[config.mk]
export PLATFORM = sky130hd
export DESIGN_NAME = charger_option_control_regs
export DESIGN_NICKNAME = d
export VERILOG_FILES = /design/src/rtl/charger_option_pkg.sv /design/src/rtl/charger_option_control_regs.sv
export SDC_FILE = /design/constraint.sdc
export NUM_CORES = 1
export LEC_CHECK = 0
export ABC_AREA = 1
export BUFFER_PORTS_ARGS = -buffer_cell sky130_fd_sc_hd__buf_4
export CAP_MARGIN = 20
export CELL_PAD_IN_SITES_DETAIL_PLACEMENT = 2
export CELL_PAD_IN_SITES_GLOBAL_PLACEMENT = 2
export CORE_ASPECT_RATIO = 1.1
export CORE_UTILIZATION = 33
export CTS_CLUSTER_SIZE = 14
export DETAILED_ROUTE_END_ITERATION = 7
export PLACE_DENSITY = 0.87
export SYNTH_ARGS = -nofsm -noshare
export SYNTH_HDL_FRONTEND = slang
export SYNTH_SLANG_ARGS = --single-unit
[constraint.sdc]
create_clock -name i_clock -period 12 [get_ports i_clock]
set_clock_uncertainty 0.15 [all_clocks]
set_input_delay 3.6 -clock i_clock [delete_from_list [all_inputs] [get_ports i_clock]]
set_output_delay 3.6 -clock i_clock [all_outputs]
set_load 0.02 [all_outputs]
[src/rtl/charger_option_pkg.sv]
// constants for the charger option control registers
package charger_option_pkg;

	// ==========================================
	// register map
	localparam logic [7:0]  OPTION_ONE_ADDR     = 8'h30;
	localparam logic [7:0]  OPTION_TWO_ADDR     = 8'h31;
	localparam logic [15:0] OPTION_ONE_RESET    = 16'h0211;
	localparam logic [15:0] OPTION_TWO_RESET    = 16'h02B7;
	localparam logic [15:0] OPTION_TWO_STATUS_M = 16'h0C00;

	// ==========================================
	// first option register fields
	localparam int PINSEL_BIT   = 8;
	localparam int COMPARATOR_REFERENCE_SELECT_BIT  = 7;
	localparam int COMPARATOR_POLARITY_BIT  = 6;
	localparam int COMPARATOR_DEGLITCH_SELECT_LSB  = 4;
	localparam int LATCHOFF_BIT = 3;
	localparam int PTM_EN_BIT   = 2;
	localparam int SHIP_BIT     = 1;
	localparam int WAKE_BIT     = 0;

	// ==========================================
	// second option register fields
	localparam int TOVLD_LSB      = 14;
	localparam int TRIG_CUR_BIT   = 13;
	localparam int TRIG_VOLT_BIT  = 12;
	localparam int OVLD_STAT_BIT  = 11;
	localparam int RELAX_STAT_BIT = 10;
	localparam int TMAX_LSB       = 8;
	localparam int EXTLIM_BIT     = 7;
	localparam int MON_DIR_BIT    = 6;
	localparam int LOWSIDE_BIT    = 5;
	localparam int INSENSE_BIT    = 4;
	localparam int ACOC_EN_BIT    = 3;
	localparam int ACOC_LVL_BIT   = 2;
	localparam int BATOC_EN_BIT   = 1;
	localparam int BATOC_LVL_BIT  = 0;

	localparam logic [1:0] COMPARATOR_DEGLITCH_SELECT_OFF = 2'h0;
	localparam logic [1:0] COMPARATOR_DEGLITCH_SELECT_1US = 2'h1;
	localparam logic [1:0] COMPARATOR_DEGLITCH_SELECT_2MS = 2'h2;

	// ==========================================
	// timing
	localparam int     TIMER_W         = 40;
	localparam longint CLOCK_PERIOD_NS = 10;
	localparam longint DEG_1US_NS      = 1000;
	localparam longint DEG_2MS_NS      = 2000000;
	localparam longint DEG_5S_NS       = 64'h12A05F200;
	localparam longint SHIP_140MS_NS   = 140000000;
	localparam longint WAKE_30MIN_NS   = 64'h1A3185C5000;
	localparam longint BLANK_100US_NS  = 100000;
	localparam longint PEAK_1MS_NS     = 1000000;
	localparam longint PEAK_2MS_NS     = 2000000;
	localparam longint PEAK_5MS_NS     = 5000000;
	localparam longint PEAK_10MS_NS    = 10000000;
	localparam longint PEAK_20MS_NS    = 20000000;
	localparam longint PEAK_40MS_NS    = 40000000;
	localparam longint DEG_1US_CYCLES  = (DEG_1US_NS + CLOCK_PERIOD_NS - 1) / CLOCK_PERIOD_NS;

	// pins idle with limit pin high, all else low
	localparam logic [7:0] SYNC_RESET = 8'h01;

endpackage : charger_option_pkg

[src/rtl/charger_option_control_regs.sv]
// charger option control and status logic behind two host registers
// Operation
// - limit pin low enters high-impedance when select is 0, pass-through when 1
// - reference select: 0 picks 2.3V (reset), 1 picks 1.2V
// - polarity 0: output low when input above reference; 1: when below
// - deglitch code 00 disables comparator; 01/10/11 give 1us/2ms/5s; reset 01
// - deglitch delays only the falling edge of comparator output
// - latch-off on comparator trip opens switches one and four, drops charge-ok
// - latch-off holds until the adapter is removed
// - pass-through enable bit turns pass-through on; reset 0
// - shipping discharge runs 140ms then its bit clears itself
// - auto wakeup charges 128mA up to 30min; clears bit when battery recovers
// - overload time codes give 1, 2, 10, 20ms; reset 00
// - peak mode entered only on enabled triggers; off when both disabled
// - adapter removal clears both peak trigger enables
// - overload status set in overload cycle; writing 0 leaves it
// - relax status set in relax cycle; writing 0 leaves it
// - cycle time codes give 5, 10, 20, 40ms; reset 10
// - overload longer than cycle time skips relax period
// - external limit enabled: input limit is smallest of three limits
// - monitor direction 0 reports discharge, 1 reports charge; reset 0
// - low-side and input-sense over-current levels selected by one bit each
// - input over-current disables converter after 100us blank-out; 133/200% level
// - discharge over-current disables converter; 133/200% level selectable
`timescale 1ns/1ps
`default_nettype none

module charger_option_control_regs #(
	parameter int     LIMIT_W        = 8,
	parameter longint DEG_2MS_CYCLES = charger_option_pkg::DEG_2MS_NS / charger_option_pkg::CLOCK_PERIOD_NS,
	parameter longint DEG_5S_CYCLES  = charger_option_pkg::DEG_5S_NS / charger_option_pkg::CLOCK_PERIOD_NS,
	parameter longint SHIP_CYCLES    = charger_option_pkg::SHIP_140MS_NS / charger_option_pkg::CLOCK_PERIOD_NS,
	parameter longint WAKE_CYCLES    = charger_option_pkg::WAKE_30MIN_NS / charger_option_pkg::CLOCK_PERIOD_NS,
	parameter longint BLANK_CYCLES   = charger_option_pkg::BLANK_100US_NS / charger_option_pkg::CLOCK_PERIOD_NS,
	parameter longint PEAK_1MS_CYC   = charger_option_pkg::PEAK_1MS_NS / charger_option_pkg::CLOCK_PERIOD_NS,
	parameter longint PEAK_2MS_CYC   = charger_option_pkg::PEAK_2MS_NS / charger_option_pkg::CLOCK_PERIOD_NS,
	parameter longint PEAK_5MS_CYC   = charger_option_pkg::PEAK_5MS_NS / charger_option_pkg::CLOCK_PERIOD_NS,
	parameter longint PEAK_10MS_CYC  = charger_option_pkg::PEAK_10MS_NS / charger_option_pkg::CLOCK_PERIOD_NS,
	parameter longint PEAK_20MS_CYC  = charger_option_pkg::PEAK_20MS_NS / charger_option_pkg::CLOCK_PERIOD_NS,
	parameter longint PEAK_40MS_CYC  = charger_option_pkg::PEAK_40MS_NS / charger_option_pkg::CLOCK_PERIOD_NS
) (
	// clock and reset
	input  wire logic               i_clock,
	input  wire logic               i_sys_rst,
	// register access
	input  wire logic               i_reg_write,
	input  wire logic               i_reg_read,
	input  wire logic [7:0]         i_reg_command,
	input  wire logic [15:0]        i_reg_wdata,
	output logic      [15:0]        o_reg_rdata,
	output logic                    o_reg_read_valid,
	// asynchronous pins and sense comparators
	input  wire logic               i_external_limit_pin,
	input  wire logic               i_comparator_input_above,
	input  wire logic               i_adapter_present,
	input  wire logic               i_battery_below_minimum,
	input  wire logic               i_input_overshoot,
	input  wire logic               i_system_undershoot,
	input  wire logic               i_input_overcurrent,
	input  wire logic               i_discharge_overcurrent,
	// input current limit codes
	input  wire logic [LIMIT_W-1:0] i_external_limit_code,
	input  wire logic [LIMIT_W-1:0] i_dynamic_input_limit,
	input  wire logic [LIMIT_W-1:0] i_host_limit_code,
	output logic      [LIMIT_W-1:0] o_input_limit_code,
	// comparator and power path
	output logic                    o_comparator_reference_select,
	output logic                    o_comparator_output,
	output logic                    o_first_power_switch_on,
	output logic                    o_fourth_power_switch_on,
	output logic                    o_charge_ok_indication,
	output logic                    o_converter_enable,
	output logic                    o_high_impedance_mode,
	output logic                    o_pass_through_mode,
	output logic                    o_shipping_discharge,
	output logic                    o_wakeup_charge,
	output logic                    o_peak_overload,
	output logic                    o_peak_relax,
	// analog settings
	output logic                    o_battery_monitor_direction,
	output logic                    o_low_side_switch_overcurrent_level,
	output logic                    o_input_sense_overcurrent_level,
	output logic                    o_input_overcurrent_level,
	output logic                    o_discharge_overcurrent_level
);

	localparam int TW = charger_option_pkg::TIMER_W;
	typedef enum logic [1:0] {PEAK_IDLE, PEAK_OVERLOAD, PEAK_RELAX} peak_state_t;

	// ==========================================
	// functions
	function automatic logic [TW-1:0] deglitch_cycles(input logic [1:0] code);
		unique case (code)
			charger_option_pkg::COMPARATOR_DEGLITCH_SELECT_1US: deglitch_cycles = TW'(charger_option_pkg::DEG_1US_CYCLES);
			charger_option_pkg::COMPARATOR_DEGLITCH_SELECT_2MS: deglitch_cycles = TW'(DEG_2MS_CYCLES);
			default:                         deglitch_cycles = TW'(DEG_5S_CYCLES);
		endcase
	endfunction : deglitch_cycles

	function automatic logic [TW-1:0] overload_cycles(input logic [1:0] code);
		unique case (code)
			2'h0: overload_cycles = TW'(PEAK_1MS_CYC);
			2'h1: overload_cycles = TW'(PEAK_2MS_CYC);
			2'h2: overload_cycles = TW'(PEAK_10MS_CYC);
			2'h3: overload_cycles = TW'(PEAK_20MS_CYC);
		endcase
	endfunction : overload_cycles

	function automatic logic [TW-1:0] cycle_cycles(input logic [1:0] code);
		unique case (code)
			2'h0: cycle_cycles = TW'(PEAK_5MS_CYC);
			2'h1: cycle_cycles = TW'(PEAK_10MS_CYC);
			2'h2: cycle_cycles = TW'(PEAK_20MS_CYC);
			2'h3: cycle_cycles = TW'(PEAK_40MS_CYC);
		endcase
	endfunction : cycle_cycles

	function automatic logic [LIMIT_W-1:0] min_code(input logic [LIMIT_W-1:0] a, input logic [LIMIT_W-1:0] b);
		min_code = (a < b) ? a : b;
	endfunction : min_code

	// ==========================================
	// pin synchronisers
	logic [7:0] sync_a_reg;
	logic [7:0] sync_b_reg;
	logic       adapter_last_reg;
	logic       limit_pin;
	logic       cmp_above;
	logic       adapter;
	logic       below_min;
	logic       overshoot;
	logic       undershoot;
	logic       in_oc;
	logic       dis_oc;
	logic       adapter_fall;

	always_ff @(posedge i_clock or posedge i_sys_rst) begin
		if (i_sys_rst) begin
			sync_a_reg       <= charger_option_pkg::SYNC_RESET;
			sync_b_reg       <= charger_option_pkg::SYNC_RESET;
			adapter_last_reg <= 1'b0;
		end else begin
			sync_a_reg       <= {i_discharge_overcurrent, i_input_overcurrent, i_system_undershoot,
				i_input_overshoot, i_battery_below_minimum, i_adapter_present,
				i_comparator_input_above, i_external_limit_pin};
			sync_b_reg       <= sync_a_reg;
			adapter_last_reg <= sync_b_reg[2];
		end
	end

	assign limit_pin    = sync_b_reg[0];
	assign cmp_above    = sync_b_reg[1];
	assign adapter      = sync_b_reg[2];
	assign below_min    = sync_b_reg[3];
	assign overshoot    = sync_b_reg[4];
	assign undershoot   = sync_b_reg[5];
	assign in_oc        = sync_b_reg[6];
	assign dis_oc       = sync_b_reg[7];
	assign adapter_fall = adapter_last_reg & ~adapter;

	// ==========================================
	// state registers
	logic [15:0]   opt_one_reg, opt_one_next;
	logic [15:0]   opt_two_reg, opt_two_next;
	logic          cmp_out_reg, cmp_out_next;
	logic [TW-1:0] deg_cnt_reg, deg_cnt_next;
	logic          latch_reg, latch_next;
	logic [TW-1:0] ship_cnt_reg, ship_cnt_next;
	logic          wake_reg, wake_next;
	logic          wake_done_reg, wake_done_next;
	logic [TW-1:0] wake_cnt_reg, wake_cnt_next;
	peak_state_t   peak_reg, peak_next;
	logic [TW-1:0] peak_cnt_reg, peak_cnt_next;
	logic [TW-1:0] blank_cnt_reg, blank_cnt_next;
	logic          acoc_fault_reg, acoc_fault_next;
	logic          batoc_fault_reg, batoc_fault_next;

	logic          wr_one, wr_two, cmp_enabled, cmp_low_cond, trip, trig_any, trig_hit;
	logic [1:0]    deg_code;
	logic [TW-1:0] ovld_t, cyc_t;

	always_comb begin
		wr_one       = i_reg_write && (i_reg_command == charger_option_pkg::OPTION_ONE_ADDR);
		wr_two       = i_reg_write && (i_reg_command == charger_option_pkg::OPTION_TWO_ADDR);
		deg_code     = opt_one_reg[charger_option_pkg::COMPARATOR_DEGLITCH_SELECT_LSB +: 2];
		cmp_enabled  = (deg_code != charger_option_pkg::COMPARATOR_DEGLITCH_SELECT_OFF);
		cmp_low_cond = opt_one_reg[charger_option_pkg::COMPARATOR_POLARITY_BIT] ? ~cmp_above : cmp_above;
		trip         = cmp_enabled & ~cmp_out_reg;
		trig_any     = opt_two_reg[charger_option_pkg::TRIG_CUR_BIT] | opt_two_reg[charger_option_pkg::TRIG_VOLT_BIT];
		trig_hit     = (opt_two_reg[charger_option_pkg::TRIG_CUR_BIT] & overshoot)
			| (opt_two_reg[charger_option_pkg::TRIG_VOLT_BIT] & undershoot);
		ovld_t       = overload_cycles(opt_two_reg[charger_option_pkg::TOVLD_LSB +: 2]);
		cyc_t        = cycle_cycles(opt_two_reg[charger_option_pkg::TMAX_LSB +: 2]);

		opt_one_next = wr_one ? i_reg_wdata : opt_one_reg;
		// status bits live in the state machine, never stored
		opt_two_next = wr_two ? (i_reg_wdata & ~charger_option_pkg::OPTION_TWO_STATUS_M) : opt_two_reg;
		if (adapter_fall) begin
			opt_two_next[charger_option_pkg::TRIG_CUR_BIT]  = 1'b0;
			opt_two_next[charger_option_pkg::TRIG_VOLT_BIT] = 1'b0;
		end

		// falling edge filtered, rising passes at once
		cmp_out_next = 1'b1;
		deg_cnt_next = '0;
		if (cmp_enabled && cmp_low_cond) begin
			if (!cmp_out_reg) begin
				cmp_out_next = 1'b0;
			end else if (deg_cnt_reg + TW'(1) >= deglitch_cycles(deg_code)) begin
				cmp_out_next = 1'b0;
			end else begin
				deg_cnt_next = deg_cnt_reg + TW'(1);
			end
		end

		// held until adapter leaves; a trip wins
		latch_next = latch_reg & adapter;
		if (opt_one_reg[charger_option_pkg::LATCHOFF_BIT] && trip) begin
			latch_next = 1'b1;
		end

		ship_cnt_next = '0;
		if (opt_one_reg[charger_option_pkg::SHIP_BIT] && !wr_one) begin
			if (ship_cnt_reg + TW'(1) >= TW'(SHIP_CYCLES)) begin
				opt_one_next[charger_option_pkg::SHIP_BIT] = 1'b0;
			end else begin
				ship_cnt_next = ship_cnt_reg + TW'(1);
			end
		end

		wake_next      = wake_reg;
		wake_done_next = wake_done_reg & below_min;
		wake_cnt_next  = '0;
		if (wake_reg) begin
			if (!below_min) begin
				wake_next = 1'b0;
				if (!(wr_one && i_reg_wdata[charger_option_pkg::WAKE_BIT])) begin
					opt_one_next[charger_option_pkg::WAKE_BIT] = 1'b0;
				end
			end else if (wake_cnt_reg + TW'(1) >= TW'(WAKE_CYCLES)) begin
				wake_next      = 1'b0;
				wake_done_next = 1'b1;
			end else begin
				wake_cnt_next = wake_cnt_reg + TW'(1);
			end
		end else if (opt_one_reg[charger_option_pkg::WAKE_BIT] && below_min && !wake_done_reg) begin
			wake_next = 1'b1;
		end

		// a 0 written to a status bit, or both triggers disabled, ends the cycle early
		peak_next     = peak_reg;
		peak_cnt_next = peak_cnt_reg + TW'(1);
		unique case (peak_reg)
			PEAK_IDLE: begin
				peak_cnt_next = '0;
				if (trig_hit) begin
					peak_next = PEAK_OVERLOAD;
				end
			end
			PEAK_OVERLOAD: begin
				if (!trig_any || (wr_two && !i_reg_wdata[charger_option_pkg::OVLD_STAT_BIT])) begin
					peak_next = PEAK_IDLE;
				end else if (peak_cnt_reg + TW'(1) >= ovld_t) begin
					// no relax when overload outlasts cycle
					peak_next = (ovld_t >= cyc_t) ? PEAK_IDLE : PEAK_RELAX;
				end
			end
			PEAK_RELAX: begin
				// overload plus relax spans cycle time
				if (!trig_any || (wr_two && !i_reg_wdata[charger_option_pkg::RELAX_STAT_BIT])
					|| (peak_cnt_reg + TW'(1) >= cyc_t)) begin
					peak_next = PEAK_IDLE;
				end
			end
			default: peak_next = PEAK_IDLE;
		endcase

		acoc_fault_next = acoc_fault_reg & adapter;
		blank_cnt_next  = '0;
		if (opt_two_reg[charger_option_pkg::ACOC_EN_BIT] && in_oc && !acoc_fault_reg) begin
			if (blank_cnt_reg + TW'(1) >= TW'(BLANK_CYCLES)) begin
				acoc_fault_next = 1'b1;
			end else begin
				blank_cnt_next = blank_cnt_reg + TW'(1);
			end
		end
		batoc_fault_next = (batoc_fault_reg & adapter)
			| (opt_two_reg[charger_option_pkg::BATOC_EN_BIT] & dis_oc);
	end

	always_ff @(posedge i_clock or posedge i_sys_rst) begin
		if (i_sys_rst) begin
			opt_one_reg     <= charger_option_pkg::OPTION_ONE_RESET;
			opt_two_reg     <= charger_option_pkg::OPTION_TWO_RESET;
			cmp_out_reg     <= 1'b1;
			deg_cnt_reg     <= '0;
			latch_reg       <= 1'b0;
			ship_cnt_reg    <= '0;
			wake_reg        <= 1'b0;
			wake_done_reg   <= 1'b0;
			wake_cnt_reg    <= '0;
			peak_reg        <= PEAK_IDLE;
			peak_cnt_reg    <= '0;
			blank_cnt_reg   <= '0;
			acoc_fault_reg  <= 1'b0;
			batoc_fault_reg <= 1'b0;
		end else begin
			opt_one_reg     <= opt_one_next;
			opt_two_reg     <= opt_two_next;
			cmp_out_reg     <= cmp_out_next;
			deg_cnt_reg     <= deg_cnt_next;
			latch_reg       <= latch_next;
			ship_cnt_reg    <= ship_cnt_next;
			wake_reg        <= wake_next;
			wake_done_reg   <= wake_done_next;
			wake_cnt_reg    <= wake_cnt_next;
			peak_reg        <= peak_next;
			peak_cnt_reg    <= peak_cnt_next;
			blank_cnt_reg   <= blank_cnt_next;
			acoc_fault_reg  <= acoc_fault_next;
			batoc_fault_reg <= batoc_fault_next;
		end
	end

	// ==========================================
	// registered outputs
	logic [15:0] read_word;
	logic        pin_low;

	always_comb begin
		pin_low   = ~limit_pin;
		read_word = 16'h0000;
		if (i_reg_command == charger_option_pkg::OPTION_ONE_ADDR) begin
			read_word = opt_one_reg;
		end else if (i_reg_command == charger_option_pkg::OPTION_TWO_ADDR) begin
			read_word = opt_two_reg;
			read_word[charger_option_pkg::OVLD_STAT_BIT]  = (peak_reg == PEAK_OVERLOAD);
			read_word[charger_option_pkg::RELAX_STAT_BIT] = (peak_reg == PEAK_RELAX);
		end
	end

	always_ff @(posedge i_clock or posedge i_sys_rst) begin
		if (i_sys_rst) begin
			o_reg_rdata                         <= 16'h0000;
			o_reg_read_valid                    <= 1'b0;
			o_input_limit_code                  <= '0;
			o_comparator_reference_select       <= 1'b0;
			o_comparator_output                 <= 1'b1;
			o_first_power_switch_on             <= 1'b0;
			o_fourth_power_switch_on            <= 1'b0;
			o_charge_ok_indication              <= 1'b0;
			o_converter_enable                  <= 1'b0;
			o_high_impedance_mode               <= 1'b0;
			o_pass_through_mode                 <= 1'b0;
			o_shipping_discharge                <= 1'b0;
			o_wakeup_charge                     <= 1'b0;
			o_peak_overload                     <= 1'b0;
			o_peak_relax                        <= 1'b0;
			o_battery_monitor_direction         <= 1'b0;
			o_low_side_switch_overcurrent_level <= 1'b1;
			o_input_sense_overcurrent_level     <= 1'b1;
			o_input_overcurrent_level           <= 1'b1;
			o_discharge_overcurrent_level       <= 1'b1;
		end else begin
			o_reg_rdata                         <= i_reg_read ? read_word : o_reg_rdata;
			o_reg_read_valid                    <= i_reg_read;
			o_input_limit_code                  <= opt_two_reg[charger_option_pkg::EXTLIM_BIT]
				? min_code(i_external_limit_code, min_code(i_dynamic_input_limit, i_host_limit_code))
				: min_code(i_dynamic_input_limit, i_host_limit_code);
			o_comparator_reference_select       <= opt_one_reg[charger_option_pkg::COMPARATOR_REFERENCE_SELECT_BIT];
			o_comparator_output                 <= cmp_out_reg;
			o_first_power_switch_on             <= adapter & ~latch_reg;
			o_fourth_power_switch_on            <= adapter & ~latch_reg;
			o_charge_ok_indication              <= adapter & ~latch_reg;
			o_converter_enable                  <= adapter & ~latch_reg & ~acoc_fault_reg & ~batoc_fault_reg;
			o_high_impedance_mode               <= pin_low & ~opt_one_reg[charger_option_pkg::PINSEL_BIT];
			o_pass_through_mode                 <= opt_one_reg[charger_option_pkg::PTM_EN_BIT]
				| (pin_low & opt_one_reg[charger_option_pkg::PINSEL_BIT]);
			o_shipping_discharge                <= opt_one_reg[charger_option_pkg::SHIP_BIT];
			o_wakeup_charge                     <= wake_reg;
			o_peak_overload                     <= (peak_reg == PEAK_OVERLOAD);
			o_peak_relax                        <= (peak_reg == PEAK_RELAX);
			o_battery_monitor_direction         <= opt_two_reg[charger_option_pkg::MON_DIR_BIT];
			o_low_side_switch_overcurrent_level <= opt_two_reg[charger_option_pkg::LOWSIDE_BIT];
			o_input_sense_overcurrent_level     <= opt_two_reg[charger_option_pkg::INSENSE_BIT];
			o_input_overcurrent_level           <= opt_two_reg[charger_option_pkg::ACOC_LVL_BIT];
			o_discharge_overcurrent_level       <= opt_two_reg[charger_option_pkg::BATOC_LVL_BIT];
		end
	end

endmodule : charger_option_control_regs

`default_nettype wire

==> flow_summary.toml <==
[global_route]
grt_usage_pct = 24.4
grt_overflow = 0
grt_pass1_wl_um = 106000
antenna_found_initial = 4
grt_pass1_vias = 19400
grt_max_degree = 110

[timing]
hold_viol_final = 0
setup_ws_ns = 5.85
min_period_ns = 6.15
holdWs_ns = 0.197
fin_crit_sh_pct = 51.3
rsz0062_at_grt = "no"
max_freq_mhz = 163
worst_pin_slew_ns = 1.14
relSlewSlack_pct = 23.3
setup_tns_ns = 0
finalMaxSlewViolations = 0
setup_viol = 0

[yosys]
seq_area_frac_synth_pct = 41.6
netlist_area_um2 = 17800
avgSynthCellArea_um2 = 7.37
synth_top_area_share_pct = 38.9
synth-seq-cells = 295
synth_warnings = 0
synth-main-ff-cell = "dfrtp_1"
post-synth-top-count-cell = "nand2_1"
netlist_top_cells_count = "nand2_1, nor2_1, inv_1"
synthCells = 2418
synthTopCellsByArea = "dfrtp_1, nand2_1, nor2_1"
ys_async_sr_fraction_pct = 100
synth_top_area_cell = "dfrtp_1"
synth.distinct_cells = 46
synth_edf_count = 0

[place]
dp_hpwl_um = 47900
port_buffers = 101
placed_area_um2 = 19500
preCtsSetupSlack_ns = 5.39
dp.cells = 3224
gp_congestion = 0.872

[worst_setup_path]
crit_path_max_fanout = 27
worstRegToRegCells = 21
cp-start-kind = "input pin"
worstPathRequired_ns = 12.32
r2r_start = "deg_cnt_reg[0]"
reg2reg_slack_ns = 7.08
critPathKind = "input pin to flop"
rr_endpoint = "deg_cnt_reg[3]"
arrival_ns = 6.47
worstSetupEndpointType = "flop"

[hold_path]
min_to = "sync_b_reg[4]"
min-delay-start = "sync_a_reg[4]"
hp-class = "flop to flop"
hold_path_depth = 0

[floorplanning]
core_area_um2 = 52900
ios = 102
die_w_um = 224
dieArea_um2 = 54900
fp-row-count = 88
die_y_um = 246
start_util_pct = 33.7

[cts]
cts_buffer_depth = 3
cts_sinks = 295
cts_made_buffers = 37
cts_resized = 0
clockRootBuffer = "clkbuf_16"
clkTransAtPathRegs_ns = 0.06
postCtsSetupRepairBufs = 0
h-tree-depth = 2
clock_latency_ns = 0.58
cts_hold_buf = 0
tritoncts = "built"

[job]
max_cap_violations = 0

[drt]
drt_first_pass_iters = 4
wl_per_cell_um = 19.9
drtIter0Drc = 714
vias = 16900
vias_per_cell = 5.12
drc = 0
postRouteAntennaNets = 0
postRouteWirelength_um = 65500

[cells_and_area]
fin_cells = 3295
drive_above_1_share_pct = 8.67
final_util_pct = 39.4
area_growth_syn_to_layout_pct = 16.9
stdcell_area_um2 = 20800
nNetsFinal = 2740

[power_and_ir_drop]
fin_total_pwr_mw = 2.51
ir_drop_mv = 0.0793
power_density_nw_per_um2 = 120
leakage_nw = 9.51

[run_status]
status = "completed"
## layout make-up
type	count	area, µm²
Multi-Input combinational cell	1852	9340
Tap cell	675	845
Sequential cell	295	7400
Inverter	292	1100
Antenna cell	3	7.51
Clock buffer	52	1080
Clock inverter	16	215
Timing Repair Buffer	110	826
Fill cell	6181	32000
## cells in the final DEF, fill, tap and decap left out, drive strengths merged, types with 4 or more instances in the layout
master / netlist / layout
a21oi: 32 / 32
xnor2: 38 / 38
xor2: 91 / 91
nand4: 56 / 56
conb: 1 / 55
nor3: 63 / 63
inv: 292 / 294
dfstp: 18 / 18
nand2: 674 / 674
bufinv: 0 / 5
ha: 92 / 92
buf: 13 / 110
and2: 5 / 5
dfrtp: 277 / 277
a31oi: 16 / 16
clkinv: 0 / 8
o21bai: 10 / 10
or2: 6 / 6
nor4: 13 / 13
o21ai: 48 / 48
nor3b: 4 / 4
nand3: 157 / 157
nand3b: 12 / 12
clkbuf: 20 / 52
nor2: 463 / 463
## critical path: stages
cell and delay, ns:
buf_4 0.11, nand2_1 0.10, nor3_4 0.04, buf_4 0.21, and2_1 0.47, nand2_1 0.19
buf_4 0.31, nand2_1 0.09, nor2_1 0.13, nand3_1 0.09, nor2_1 0.09, nand2_1 0.06
nor2_1 0.13, nand3_2 0.49, nor2_1 0.33
## report_power, final
part           total [mW]  internal (mW)  switching [mW]
sequential           1.06           1.03          0.0322
combinational       0.219         0.0705           0.148
clock                1.23          0.741           0.485
total                2.51           1.84           0.665
## worst max-delay path by stage
stage / slack [ns] / startpoint / cells past startpoint / end
floorplan: 0.13 / i_sys_rst / 1 / acoc_fault_reg
global placement: 5.62 / i_reg_command[5] / 15 / ship_cnt_reg[11]
detailed placement: 5.39 / i_reg_command[5] / 15 / ship_cnt_reg[4]
CTS: 5.91 / i_reg_command[5] / 15 / ship_cnt_reg[13]
global route: 5.64 / i_dynamic_input_limit[1] / 18 / o_input_limit_code[3]
finish: 5.85 / i_reg_command[5] / 15 / ship_cnt_reg[13]
## metal layers
layer	global-route usage, %	part of all wire [%]	vias to the layer above
met4	9.09	3.1	2
met2	44.9	52	289
met3	3.72	3.8	116
met1	28.3	42	8553
li1	-	-	7907
met5	0	0.018	-
## cells by family after synthesis
| family | Yosys count | share of synthesized area, % |
|---|---|---|
| adder cells (fa/ha/maj) | 92 | 6.46 |
| AND/OR/NAND/NOR | 1454 | 34.4 |
| AO/OA/AOI/OAI | 122 | 3.98 |
| other | 1 | 0.0211 |
| XOR/XNOR | 129 | 6.34 |
| flip-flops | 295 | 41.6 |
| buffers and inverters | 325 | 7.26 |
Note: power is estimated with default switching activity, not from simulation.
